===== src/rft_cfg.svh =====
// Purpose: constants of the RF frame transmit control block
// Assumes: 100 MHz clock, 8-bit register port
// Notes: offsets are byte addresses of the register port
// How it works
// - Frame carries length field plus one bits
// - Zero length field sends no frame
// - Block reset clears frame length field
// - Go bit starts sending the data buffer
// - Go clears at completion and block reset
// - Writing go low aborts the transmission
// - Page bit picks lower or upper sixteen bytes
// - Page bit also banks addresses 38h and 39h
// - Of the resets, only the chip reset clears page bit
// - End marker adds two data-one bit times
// - Direct mode drives amplifier from data bit
// - Interframe power-down gates oscillator during gaps
// - Oscillator restarts one ms before end of a gap followed by a frame
// - Initial delay inserted before first frame
// - Done optionally waits one extra gap
// - Frames sent equal repeat count plus one
// - Frames spaced by pseudo-random intervals
// - Block reset clears whole sequence register
// - Block reset from power-on or bit; buffer kept
// - Done flag sticks until acknowledged; irq enabled
// - Zero repeat count: done after one frame
`ifndef RFT_CFG_SVH
`define RFT_CFG_SVH
`define RFT_ADDR_CFG 8'h30
`define RFT_ADDR_LEN 8'h31
`define RFT_ADDR_CTL 8'h32
`define RFT_ADDR_SEQ 8'h33
`define RFT_ADDR_STAT 8'h37
`define RFT_ADDR_BANK0 8'h38
`define RFT_ADDR_BANK1 8'h39
`define RFT_BUF_HI 4'h2
`define RFT_BIT_GO 7
`define RFT_BIT_PAGE 6
`define RFT_BIT_EOM 5
`define RFT_BIT_DATA 7
`define RFT_BIT_INTERFRAME_POWER_DOWN 6
`define RFT_BIT_INITIAL_DELAY_ENABLE 5
`define RFT_BIT_INTERRUPT_AFTER_EXTRA_GAP 4
`define RFT_BIT_FLAG 7
`define RFT_BIT_ACK 4
`define RFT_BIT_IEN 3
`define RFT_BIT_RST 0
`define RFT_ENC_DIRECT 2'h3
`define RFT_RESET_BYTE 8'h00
`define RFT_CLK_NS 10
`define RFT_MS_NS 1000000
`define RFT_BIT_NS 104167
`endif


===== src/rft_pkg.sv =====
// Purpose: shared types of the RF frame transmit control block
// Assumes: one-hot state coding
// Notes: constants live in rft_cfg.svh
package rft_pkg;
  typedef logic [7:0] rft_byte_t;
  typedef enum logic [4:0] {
    RFT_IDLE = 5'b0_0001,
    RFT_INIT = 5'b0_0010,
    RFT_FRAME = 5'b0_0100,
    RFT_MARK = 5'b0_1000,
    RFT_GAP = 5'b1_0000
  } rft_state_t;
endpackage


===== src/rft_ms_tick.sv =====
// Purpose: millisecond tick for gap timing
// Assumes: restart realigns the tick phase
// Notes: first tick comes a full period after restart
`timescale 1ns/1ns
module rft_ms_tick #(
  parameter int MS_CYCLES = 100000
) (
  // Clock and reset
  input wire logic clock_i,
  input wire logic reset_n_i,
  // Control
  input wire logic restart_i,
  output logic tick_o
);
  logic [19:0] cnt_reg;
  assign tick_o = (cnt_reg == 20'(MS_CYCLES - 1));
  always_ff @(posedge clock_i or negedge reset_n_i) begin
    if (!reset_n_i) begin
      cnt_reg <= 20'h0_0000;
    end else if (restart_i || tick_o) begin
      cnt_reg <= 20'h0_0000;
    end else begin
      cnt_reg <= cnt_reg + 20'h0_0001;
    end
  end
endmodule


===== src/rft_lfsr.sv =====
// Purpose: 7-bit pseudo-random interval source
// Assumes: seed loaded at transmission start
// Notes: a zero seed stays at zero, so the random part vanishes
`timescale 1ns/1ns
module rft_lfsr (
  // Clock and reset
  input wire logic clock_i,
  input wire logic reset_n_i,
  // Control
  input wire logic load_i,
  input wire logic [6:0] seed_i,
  input wire logic step_i,
  output logic [6:0] value_o
);
  logic [6:0] q_reg;
  assign value_o = q_reg;
  always_ff @(posedge clock_i or negedge reset_n_i) begin
    if (!reset_n_i) begin
      q_reg <= 7'h00;
    end else if (load_i) begin
      q_reg <= seed_i;
    end else if (step_i) begin
      q_reg <= {q_reg[5:0], q_reg[6] ^ q_reg[5]};
    end
  end
endmodule


===== src/rft_frame_tx.sv =====
// Purpose: frame sequencing and register file of the RF transmit control
// Assumes: register strobes synchronous to clock_i, one cycle long
// Notes: data buffer has no reset; block reset leaves it untouched
//
// The implementer's own choice: the plain strobed port.
`timescale 1ns/1ns
`include "rft_cfg.svh"
module rft_frame_tx #(
  parameter int MS_CYCLES = `RFT_MS_NS / `RFT_CLK_NS,
  parameter int BIT_CYCLES = `RFT_BIT_NS / `RFT_CLK_NS
) (
  // Clock and resets
  input wire logic clock_i,
  input wire logic reset_n_i,
  input wire logic rf_power_on_reset_i,
  // Register port
  input wire rft_pkg::rft_byte_t addr_i,
  input wire rft_pkg::rft_byte_t wdata_i,
  input wire logic wr_i,
  input wire logic rd_i,
  output rft_pkg::rft_byte_t rdata_o,
  // Radio side
  output logic pa_data_o,
  output logic pa_enable_o,
  output logic osc_power_o,
  output logic tx_done_irq_o
);
  import rft_pkg::*;

  ////////////////////////////////////////////////////////////////////////////
  // Registers and decode
  rft_state_t state_reg, state_next;
  rft_byte_t frame_bit_count_reg;
  rft_byte_t seq_reg;
  rft_byte_t base_reg;
  logic [6:0] seed_reg;
  logic [1:0] enc_reg;
  logic go_reg, buffer_page_select_reg, end_marker_enable_reg;
  logic tx_irq_enable_reg, tx_done_flag_reg;
  rft_byte_t rdata_reg;
  logic [7:0] buf_mem [0:31];
  logic [7:0] bit_idx_reg;
  logic [19:0] cyc_reg;
  logic mark_reg;
  logic [3:0] frames_left_reg;
  logic [8:0] gap_ms_reg;
  logic last_gap_reg;
  logic pa_data_reg, pa_enable_reg, osc_power_reg;
  logic ms_tick;
  logic [6:0] lfsr_value;

  wire wr_len = wr_i && (addr_i == `RFT_ADDR_LEN);
  wire wr_ctl = wr_i && (addr_i == `RFT_ADDR_CTL);
  wire wr_seq = wr_i && (addr_i == `RFT_ADDR_SEQ);
  wire wr_stat = wr_i && (addr_i == `RFT_ADDR_STAT);
  wire wr_bank0_lo = wr_i && (addr_i == `RFT_ADDR_BANK0) && !buffer_page_select_reg;
  wire wr_bank1_lo = wr_i && (addr_i == `RFT_ADDR_BANK1) && !buffer_page_select_reg;
  wire wr_bank0_hi = wr_i && (addr_i == `RFT_ADDR_BANK0) && buffer_page_select_reg;
  wire wr_cfg = wr_i && (addr_i == `RFT_ADDR_CFG);
  wire wr_buf = wr_i && (addr_i[7:4] == `RFT_BUF_HI);
  wire flag_ack_bit = wr_stat && wdata_i[`RFT_BIT_ACK];
  wire rf_block_reset = rf_power_on_reset_i || (wr_stat && wdata_i[`RFT_BIT_RST]);

  wire direct_mode = (enc_reg == `RFT_ENC_DIRECT);
  wire interframe_power_down = seq_reg[`RFT_BIT_INTERFRAME_POWER_DOWN];
  wire initial_delay_enable = seq_reg[`RFT_BIT_INITIAL_DELAY_ENABLE];
  wire interrupt_after_extra_gap = seq_reg[`RFT_BIT_INTERRUPT_AFTER_EXTRA_GAP];
  wire [3:0] frame_repeat_count = seq_reg[3:0];

  ////////////////////////////////////////////////////////////////////////////
  // Sequencing events
  wire in_idle = (state_reg == RFT_IDLE);
  wire in_init = (state_reg == RFT_INIT);
  wire in_frame = (state_reg == RFT_FRAME);
  wire in_mark = (state_reg == RFT_MARK);
  wire in_gap = (state_reg == RFT_GAP);
  wire bit_end = (cyc_reg == 20'(BIT_CYCLES - 1));
  wire last_bit = (bit_idx_reg == frame_bit_count_reg);
  wire start = wr_ctl && wdata_i[`RFT_BIT_GO] && !go_reg && in_idle && !direct_mode;
  wire abort = wr_ctl && !wdata_i[`RFT_BIT_GO] && !in_idle;
  wire start_empty = start && (frame_bit_count_reg == 8'h00);
  wire frame_bits_done = in_frame && bit_end && last_bit;
  wire frame_over = (frame_bits_done && !end_marker_enable_reg) || (in_mark && bit_end && mark_reg);
  wire more_frames = (frames_left_reg != 4'h0);
  // extra gap; not for one frame
  wire extra_gap = interrupt_after_extra_gap && (frame_repeat_count != 4'h0);
  wire gap_over = (in_init || in_gap) && (gap_ms_reg == 9'h000);
  wire enter_gap = frame_over && (more_frames || extra_gap);
  wire enter_init = start && !start_empty && initial_delay_enable;
  wire start_frame = (start && !start_empty && !initial_delay_enable) || (in_init && gap_over)
    || (in_gap && gap_over && !last_gap_reg);
  wire done_evt = start_empty || (frame_over && !more_frames && !extra_gap)
    || (in_gap && gap_over && last_gap_reg);
  wire [8:0] gap_len = {1'b0, base_reg} + {2'b00, (start ? seed_reg : lfsr_value)};
  wire [7:0] cur_byte = buf_mem[bit_idx_reg[7:3]];
  wire cur_bit = cur_byte[3'h7 - bit_idx_reg[2:0]];
  wire osc_gated = in_gap && interframe_power_down && !((gap_ms_reg <= 9'h001) && !last_gap_reg);

  rft_ms_tick #(
    .MS_CYCLES(MS_CYCLES)
  ) u_ms_tick (
    .clock_i(clock_i),
    .reset_n_i(reset_n_i),
    .restart_i(enter_gap || enter_init),
    .tick_o(ms_tick)
  );

  rft_lfsr u_lfsr (
    .clock_i(clock_i),
    .reset_n_i(reset_n_i),
    .load_i(start),
    .seed_i(seed_reg),
    .step_i(enter_gap),
    .value_o(lfsr_value)
  );

  always_comb begin
    state_next = state_reg;
    case (state_reg)
      RFT_IDLE: begin
        if (enter_init) begin
          state_next = RFT_INIT;
        end else if (start_frame) begin
          state_next = RFT_FRAME;
        end
      end
      RFT_INIT: begin
        if (gap_over) begin
          state_next = RFT_FRAME;
        end
      end
      RFT_FRAME: begin
        if (frame_bits_done) begin
          state_next = end_marker_enable_reg ? RFT_MARK : (enter_gap ? RFT_GAP : RFT_IDLE);
        end
      end
      RFT_MARK: begin
        if (frame_over) begin
          state_next = enter_gap ? RFT_GAP : RFT_IDLE;
        end
      end
      RFT_GAP: begin
        if (gap_over) begin
          state_next = last_gap_reg ? RFT_IDLE : RFT_FRAME;
        end
      end
      default: begin
        state_next = RFT_IDLE;
      end
    endcase
    if (abort || rf_block_reset) begin
      state_next = RFT_IDLE;
    end
  end

  ////////////////////////////////////////////////////////////////////////////
  // Sequencer flops
  always_ff @(posedge clock_i or negedge reset_n_i) begin
    if (!reset_n_i) begin
      state_reg <= RFT_IDLE;
      bit_idx_reg <= 8'h00;
      cyc_reg <= 20'h0_0000;
      mark_reg <= 1'b0;
    end else begin
      state_reg <= state_next;
      bit_idx_reg <= start_frame ? 8'h00 : (in_frame && bit_end) ? bit_idx_reg + 8'h01 : bit_idx_reg;
      cyc_reg <= ((in_frame || in_mark) && !bit_end) ? cyc_reg + 20'h0_0001 : 20'h0_0000;
      mark_reg <= in_mark && (mark_reg ^ bit_end);
    end
  end

  always_ff @(posedge clock_i or negedge reset_n_i) begin
    if (!reset_n_i) begin
      frames_left_reg <= 4'h0;
      gap_ms_reg <= 9'h000;
      last_gap_reg <= 1'b0;
    end else begin
      if (start) begin
        frames_left_reg <= frame_repeat_count;
      end else if (in_gap && gap_over && !last_gap_reg) begin
        frames_left_reg <= frames_left_reg - 4'h1;
      end
      if (enter_gap || enter_init) begin
        gap_ms_reg <= gap_len;
      end else if (ms_tick && (gap_ms_reg != 9'h000)) begin
        gap_ms_reg <= gap_ms_reg - 9'h001;
      end
      if (enter_gap) begin
        last_gap_reg <= !more_frames;
      end
    end
  end

  ////////////////////////////////////////////////////////////////////////////
  // Software registers
  always_ff @(posedge clock_i or negedge reset_n_i) begin
    if (!reset_n_i) begin
      frame_bit_count_reg <= `RFT_RESET_BYTE;
      seq_reg <= `RFT_RESET_BYTE;
      go_reg <= 1'b0;
      end_marker_enable_reg <= 1'b0;
    end else if (rf_block_reset) begin
      frame_bit_count_reg <= `RFT_RESET_BYTE;
      seq_reg <= `RFT_RESET_BYTE;
      go_reg <= 1'b0;
      end_marker_enable_reg <= 1'b0;
    end else begin
      if (wr_len) begin
        frame_bit_count_reg <= wdata_i;
      end
      if (wr_seq) begin
        seq_reg <= wdata_i;
      end
      if (done_evt) begin
        go_reg <= 1'b0;
      end else if (wr_ctl) begin
        go_reg <= wdata_i[`RFT_BIT_GO];
      end
      if (wr_ctl) begin
        end_marker_enable_reg <= wdata_i[`RFT_BIT_EOM];
      end
    end
  end

  always_ff @(posedge clock_i or negedge reset_n_i) begin
    if (!reset_n_i) begin
      buffer_page_select_reg <= 1'b0;
    end else if (wr_ctl) begin
      buffer_page_select_reg <= wdata_i[`RFT_BIT_PAGE];
    end
  end

  always_ff @(posedge clock_i or negedge reset_n_i) begin
    if (!reset_n_i) begin
      base_reg <= `RFT_RESET_BYTE;
      seed_reg <= 7'h00;
      enc_reg <= 2'h0;
      tx_irq_enable_reg <= 1'b0;
      tx_done_flag_reg <= 1'b0;
    end else if (rf_block_reset) begin
      base_reg <= `RFT_RESET_BYTE;
      seed_reg <= 7'h00;
      enc_reg <= 2'h0;
      tx_irq_enable_reg <= 1'b0;
      tx_done_flag_reg <= 1'b0;
    end else begin
      if (wr_bank0_lo) begin
        base_reg <= wdata_i;
      end
      if (wr_bank1_lo) begin
        seed_reg <= wdata_i[6:0];
      end
      if (wr_bank0_hi || wr_cfg) begin
        enc_reg <= wdata_i[1:0];
      end
      if (wr_stat) begin
        tx_irq_enable_reg <= wdata_i[`RFT_BIT_IEN];
      end
      tx_done_flag_reg <= (tx_done_flag_reg && !flag_ack_bit) || done_evt;
    end
  end

  always_ff @(posedge clock_i) begin
    if (wr_buf) begin
      buf_mem[{buffer_page_select_reg, addr_i[3:0]}] <= wdata_i;
    end
  end

  ////////////////////////////////////////////////////////////////////////////
  // Read path
  wire [7:0] rd_ctl = {go_reg, buffer_page_select_reg, end_marker_enable_reg, 5'h00};
  wire [7:0] rd_stat = {tx_done_flag_reg, 3'h0, tx_irq_enable_reg, 3'h0};
  wire [7:0] rd_bank0 = buffer_page_select_reg ? {6'h00, enc_reg} : base_reg;
  wire [7:0] rd_bank1 = buffer_page_select_reg ? 8'h00 : {1'b0, seed_reg};
  wire [7:0] rd_mux = (addr_i[7:4] == `RFT_BUF_HI) ? buf_mem[{buffer_page_select_reg, addr_i[3:0]}]
    : (addr_i == `RFT_ADDR_LEN) ? frame_bit_count_reg
    : (addr_i == `RFT_ADDR_CTL) ? rd_ctl
    : (addr_i == `RFT_ADDR_SEQ) ? seq_reg
    : (addr_i == `RFT_ADDR_STAT) ? rd_stat
    : (addr_i == `RFT_ADDR_BANK0) ? rd_bank0
    : (addr_i == `RFT_ADDR_BANK1) ? rd_bank1
    : (addr_i == `RFT_ADDR_CFG) ? {6'h00, enc_reg}
    : 8'h00;

  always_ff @(posedge clock_i or negedge reset_n_i) begin
    if (!reset_n_i) begin
      rdata_reg <= 8'h00;
    end else begin
      rdata_reg <= rd_i ? rd_mux : 8'h00;
    end
  end

  ////////////////////////////////////////////////////////////////////////////
  // Radio outputs
  always_ff @(posedge clock_i or negedge reset_n_i) begin
    if (!reset_n_i) begin
      pa_data_reg <= 1'b0;
      pa_enable_reg <= 1'b0;
      osc_power_reg <= 1'b0;
    end else if (direct_mode) begin
      pa_data_reg <= seq_reg[`RFT_BIT_DATA];
      pa_enable_reg <= go_reg;
      osc_power_reg <= go_reg;
    end else begin
      pa_data_reg <= in_mark || (in_frame && cur_bit);
      pa_enable_reg <= in_frame || in_mark;
      osc_power_reg <= go_reg && !osc_gated;
    end
  end

  assign rdata_o = rdata_reg;
  assign pa_data_o = pa_data_reg;
  assign pa_enable_o = pa_enable_reg;
  assign osc_power_o = osc_power_reg;
  assign tx_done_irq_o = tx_done_flag_reg && tx_irq_enable_reg;
endmodule


===== config.mk =====
export PLATFORM = sky130hd
export DESIGN_NAME = rft_frame_tx
export DESIGN_NICKNAME = d
export VERILOG_FILES = /design/src/rft_pkg.sv /design/src/rft_ms_tick.sv /design/src/rft_lfsr.sv /design/src/rft_frame_tx.sv
export VERILOG_INCLUDE_DIRS = /design/src /design/src/src
export SDC_FILE = /design/constraint.sdc
export NUM_CORES = 1
export LEC_CHECK = 0
export ABC_AREA = 1
export ABC_CLOCK_PERIOD_IN_PS = 4100
export BUFFER_PORTS_ARGS = -buffer_cell sky130_fd_sc_hd__buf_2
export CAP_MARGIN = 30
export CORE_UTILIZATION = 40
export CTS_BUF_LIST = sky130_fd_sc_hd__clkbuf_4 sky130_fd_sc_hd__clkbuf_8 sky130_fd_sc_hd__clkbuf_16
export DETAILED_ROUTE_END_ITERATION = 10
export SLEW_MARGIN = 0
export SYNTH_ARGS = -nofsm -noshare
export SYNTH_HDL_FRONTEND = slang
export SYNTH_SLANG_ARGS = --single-unit

===== constraint.sdc =====
create_clock -name clock_i -period 4.1 [get_ports clock_i]
set_clock_uncertainty 0.15 [all_clocks]
set_input_delay 0.205 -clock clock_i [delete_from_list [all_inputs] [get_ports clock_i]]
set_output_delay 0.205 -clock clock_i [all_outputs]
set_load 0.05 [all_outputs]

# After elaboration in Yosys (flattened, before gate mapping)
# Memories as Yosys holds them, arrays and structs flattened.
# Cells that the tools add are included.
[classes] addsub=7 order_cmp=2 n_eq_ne=22 muxes=58 n_bitwise=2 reduce_logical=95
[ops] cell="8-bit two-way mux" count=16
[ops] cell="8-bit by 6-bit == test with 1-bit output, second input constant" count=7
[ops] cell="7-bit two-way mux" count=7
[ops] cell="1-bit logical AND" count=47
[ops] cell="5-bit two-way mux" count=9
[ops] cell="20-bit by 1-bit adder with 20-bit output, second input constant" count=2
[ops] cell="20-bit two-way mux" count=2
[ops] cell="5-bit case mux with 5 select lines" count=1
[ops] cell="2-bit nonzero test" count=11
[ops] cell="20-bit by 14-bit == test with 1-bit output, second input constant" count=1
[ops] cell="20-bit by 17-bit == test with 1-bit output, second input constant" count=1
[ops] cell="9-bit two-way mux" count=2
[ops] cell="1-bit logical NOT" count=15
[ops] cell="1-bit logical OR" count=15
[ops] cell="1-bit two-way mux" count=14
[ops] cell="3-bit by 1-bit inequality test with 1-bit output, second input constant" count=4
[ops] cell="8-bit by 7-bit adder with 9-bit output" count=1
[ops] cell="9-bit by 1-bit less-or-equal comparator with 1-bit output, second input constant" count=1
[ops] cell="9-bit logical NOT" count=1
[ops] cell="9-bit nonzero test" count=1
[ops] cell="9-bit by 1-bit subtractor with 9-bit output, second input constant" count=1
[ops] cell="8-bit by 1-bit adder with 8-bit output, second input constant" count=1
[ops] cell="8-bit == test" count=1
[ops] cell="8-bit logical NOT" count=1
[ops] cell="other kinds (19)" count=24
[word_totals] ff_bits=124 ramBits=256 input_bits=21 out_inout_bits=12 elab_cells=210 n_memories=1
[mem_list] name="buf_mem" depth=32 word_bits=8 rd=2 rd_ports_with_merged_regs=0 wr=1 line="rft_frame_tx.sv:41" source="logic [7:0] buf_mem [0:31];"

# Depth between registers and ports, before layout
[logic_depth] word_depth=16 mapped_depth=19 mapped_depth_nobuf=19

# Hierarchy
# From an unflattened synthesis, not the netlist that was laid out.
[unflattened] hier_cells=2258 area_unflattened_um2=19585.0
[by_module_without_submodules] module="rft_frame_tx" instances=1 cells_per_inst=2055 area_each_um2=18036.0
[by_module_without_submodules] module="rft_ms_tick" instances=1 cells_per_inst=159 area_each_um2=1207.4
[by_module_without_submodules] module="rft_lfsr" instances=1 cells_per_inst=44 area_each_um2=341.6

# Worst setup path after synthesis
# OpenSTA, ideal clock, no wires.
[synth_timing] path_kind="register to register" startpoint="reg state_reg[0]" endpoint="reg gap_ms_reg[8]" setup_ns=0.123 t_arrival_ns=2.845 t_required_ns=3.827 setup_slack_ns=0.982 stages_incl_launch_ff=19 n_path_buf=1 synth_period_minus_slack_ns=3.118 path_cell_list="dfstp_2 > inv_1 > nor2_1 > nand3_2 > nor4_2 > nand2_1 > buf_2 > nand2_1 > o21ai_0 > ha_1 > fa_1 > nand3_1 > nand2_1 > a21oi_1 > o21ai_0 > a21oi_1 > o21ai_0 > o21ai_0 > nand2_1"
[synth_via] elab_chain_len=9 elab_cells_between_ends=21
[synth_lines] element="start, declared" line="rft_frame_tx.sv:32" source="rft_state_t state_reg, state_next;"
[synth_lines] element="start signal, assigned" line="rft_frame_tx.sv:165" source="state_reg <= state_next;"
[synth_lines] element="parallel branches: the longest is 9 deep, another holds 8-bit by 7-bit adder with 9-bit output"
[synth_lines] element="end signal, assigned" line="rft_frame_tx.sv:184" source="gap_ms_reg <= gap_len;"
[synth_lines] element="end signal, assigned" line="rft_frame_tx.sv:186" source="gap_ms_reg <= gap_ms_reg - 9'h001;"
[synth_lines] element="end, declared" line="rft_frame_tx.sv:46" source="logic [8:0] gap_ms_reg;"
# Parallel ways; which one is timed is not known.
# A chain may end at the register's enable or synchronous reset.

# Worst setup path in the final report
[layout_timing] startpoint="reg state_reg[0]" endpoint="reg gap_ms_reg[7]"
# Same word-level chain as after synthesis.

==> flow_summary.ini <==
[yosys]
yosysWarnings = 0
synthDistinctLibCells = 60
ys_top_cells_by_area = edfxtp_1 39%, dfrtp_1 16%, nand2_1 9.3%
ys_seq_elements = 380
avgSynthCellArea_um2 = 8.86
synth_top_area_cell = edfxtp_1
synth-edff-count = 256
seq_area_frac_synth_pct = 54.8
synthFlopType = edfxtp_1
async_reset_ff_share_pct = 32.6
synth_fp_nets = 2256
syn_area_mm2 = 0.0197
synth_cells = 2220
synth_top_area_share_pct = 39.1

[layout]
num-fill-cells = 4571
syn_to_final_growth_pct = 12.0
largest_register_ff_count = 256
nets = 2280
drive_above_1_share_pct = 10.0

[clocking]
clk_pin_slew_ns = 0.07
cts_inserted_buffers = 45
clk_latency_ns = 0.60
cts_setup_buffers = 0
cts-htree-levels = 2
clockBufferDepth = 3
clock_sinks = 380
cts_tree = yes
cts-root-buf = clkbuf_16

[drt]
drt-pass1-iter-count = 6
wirelength_um = 62100
drcViolationCount = 0
num_vias = 16600
ant_nets = 0
wl_per_cell_um = 21.2
drt-initial-drc-count = 2145
vias_per_cell = 5.64

[timing]
finalCritPeriodShare_pct = 87.8
maxClockFrequency_mhz = 278
setup_violations = 0
period_needed_ns = 3.60
drv_slew = 0
fin_tns_setup_ns = 0
rsz0062_at_grt = false
tightest_slew_ns = 0.930
hold_viol_final = 0
relSlewSlack_pct = 37.8

[power_and_ir_drop]
p_leak_uw = 0.00871
ir_drop_v = 0.000275
power_density_mw_per_mm2 = 406
total_power_uw = 8940

[worst_setup_path]
worstSetupEndpointType = flop
worstPathArrival_ns = 3.91
critPathLaunchType = flop
required_ns = 4.41
max_stage_delay_ns = 0.55
crit_chain = inv_1, nor2_1, nand3_2, nor4_2, nand2_1, inv_2, nor2_1, o21bai_1, ha_1, a21o_1, a21oi_1, o21ai_0, a21oi_1, xor2_1, nand2_1, o21ai_0, o21ai_0
crit_top_cell = o21ai_0
path_class = flop to flop
cp_max_fo = 9
critPathSlowestCell = dfstp_2

[floorplan]
pin_count = 33
die_h_um = 224
rows = 80
core_area_mm2 = 0.0481
dieArea_mm2 = 0.0501
start_util_pct = 40.9
die_w_um = 224

[placed_design]
hpwl_um = 41300
place_congestion = 0.946
port-buffer-count = 32

[grt]
grt_first_pass_wirelength_um = 94800
overflow = 0
antenna_found_initial = 1
grt_pass1_vias = 15900
grt_max_degree = 143
grt_util_all_layers_pct = 25.0

[run_status]
status = finished clean

[worst_hold_path]
hp-class = input pin to flop

[job]
drv_cap = 0
report_power, final:
part	switching, µW	internal, µW
logic	543	203
registers	76.2	4190
clock network	1660	2280
timing repair:
action / 4_1_cts / 5_1_grt
hold endpoints to repair: 77 / 0
resized for setup: 0 / 0
hold buffers: 5 / 0
critical path: cells and delay by family (launching register included):
family | cells | cell delay (ns)
adder cells (fa/ha/maj) | 1 | 0.34
flip-flops | 1 | 0.55
buffers and inverters | 2 | 0.26
XOR/XNOR | 1 | 0.16
AO/OA/AOI/OAI | 7 | 0.93
AND/OR/NAND/NOR | 6 | 1.06
cells in the final DEF, fill, tap and decap left out, types with 5 or more instances in the layout:
| cell | n |
|---|---|
| a211oi_1 | 8 |
| a21oi_1 | 71 |
| buf_12 | 6 |
| buf_2 | 31 |
| buf_4 | 34 |
| clkbuf_16 | 45 |
| clkbuf_4 | 9 |
| clkbuf_8 | 7 |
| clkinv_1 | 9 |
| clkinv_2 | 6 |
| dfrtp_1 | 121 |
| dlygate4sd3_1 | 5 |
| edfxtp_1 | 256 |
| ha_1 | 14 |
| inv_1 | 179 |
| inv_2 | 25 |
| nand2_1 | 486 |
| nand2_2 | 6 |
| nand3_1 | 194 |
| nand4_1 | 35 |
| nor2_1 | 231 |
| nor2_2 | 12 |
| nor2_4 | 5 |
| nor3_1 | 37 |
| nor3_2 | 5 |
| nor3b_1 | 5 |
| nor4_1 | 6 |
| o211ai_1 | 17 |
| o21ai_0 | 189 |
| o21ai_1 | 50 |
| o221ai_1 | 9 |
| o22ai_1 | 60 |
| o31ai_1 | 12 |
| xnor2_1 | 8 |
| xor2_1 | 27 |
metrics by stage:
stage / area [µm²] / setup WS [ns] / std cells / util, % / hold WS, ns
3_5_place_dp: 20500 / 0.587 / 2848 / 42.7 / 0.224
6_report: 22000 / 0.501 / 2935 / 45.8 / 0.0693
3_3_place_gp: 20500 / 0.676 / 2848 / 42.7 / 0.215
5_1_grt: 22000 / 0.236 / 2934 / 45.8 / 0.0837
4_1_cts: 22000 / 0.572 / 2934 / 45.8 / 0.0395
2_1_floorplan: 19700 / 0.982 / 2220 / - / -0.241
final timing paths:
path | from | to | slack [ns] | cells after the start
min in group asynchronous | reset_n_i | gap_ms_reg[6]$_DFFE_PN0P_ | 0.12 | 2
max in group asynchronous | reset_n_i | u_ms_tick.cnt_reg[1]$_DFF_PN0_ | 2.85 | 3
max reg2reg | state_reg[0]$_DFFE_PN1P_ | gap_ms_reg[7]$_DFFE_PN0P_ | 0.50 | 17
max | state_reg[0]$_DFFE_PN1P_ | gap_ms_reg[7]$_DFFE_PN0P_ | 0.50 | 17
min | wdata_i[4] | buf_mem[0][4]$_DFFE_PP_ | 0.07 | 1
min reg2reg | u_ms_tick.cnt_reg[0]$_DFF_PN0_ | u_ms_tick.cnt_reg[0]$_DFF_PN0_ | 0.31 | 1
cells in the mapped netlist, types with 35 or more instances:
cell	instances
inv_1	179
nor2_1	231
a21oi_1	71
nand3_1	194
o21ai_0	189
nand4_1	35
nand2_1	486
nor3_1	37
edfxtp_1	256
dfrtp_1	123
o21ai_1	50
clkbuf_1	36
o22ai_1	60
buf_2	39
final cells by class:
type	count	area (µm²)	area share, %
Tap cell	656	821	3.72
Sequential cell	380	10800	49.0
Clock inverter	20	155	0.704
Multi-Input combinational cell	1531	7610	34.5
Antenna cell	1	2.50	0.0114
Inverter	210	793	3.60
Clock buffer	61	1290	5.85
Timing Repair Buffer	76	581	2.63
layer usage:
metal	GRT usage [%]	wire, µm	vias to the layer above
met5	0	0	-
met4	9.96	2150	0
met3	4.28	5910	142
met2	37.3	27100	830
met1	36.0	27000	7905
li1	-	-	7686
cells by family (layout without fill, tap and decap cells):
family,count (synthesis),count (layout),share of synthesized area [%]
and+or+nand+nor,1044,1044,23.5
AOI/OAI and AO/OA,437,437,12.6
DFF,380,380,54.8
buffers and inverters,309,367,6.52
xor gates and xnor gates,35,35,1.56
adders and majority gates,15,15,0.992
other,0,1,0
Power figures use the tool's default switching activity.
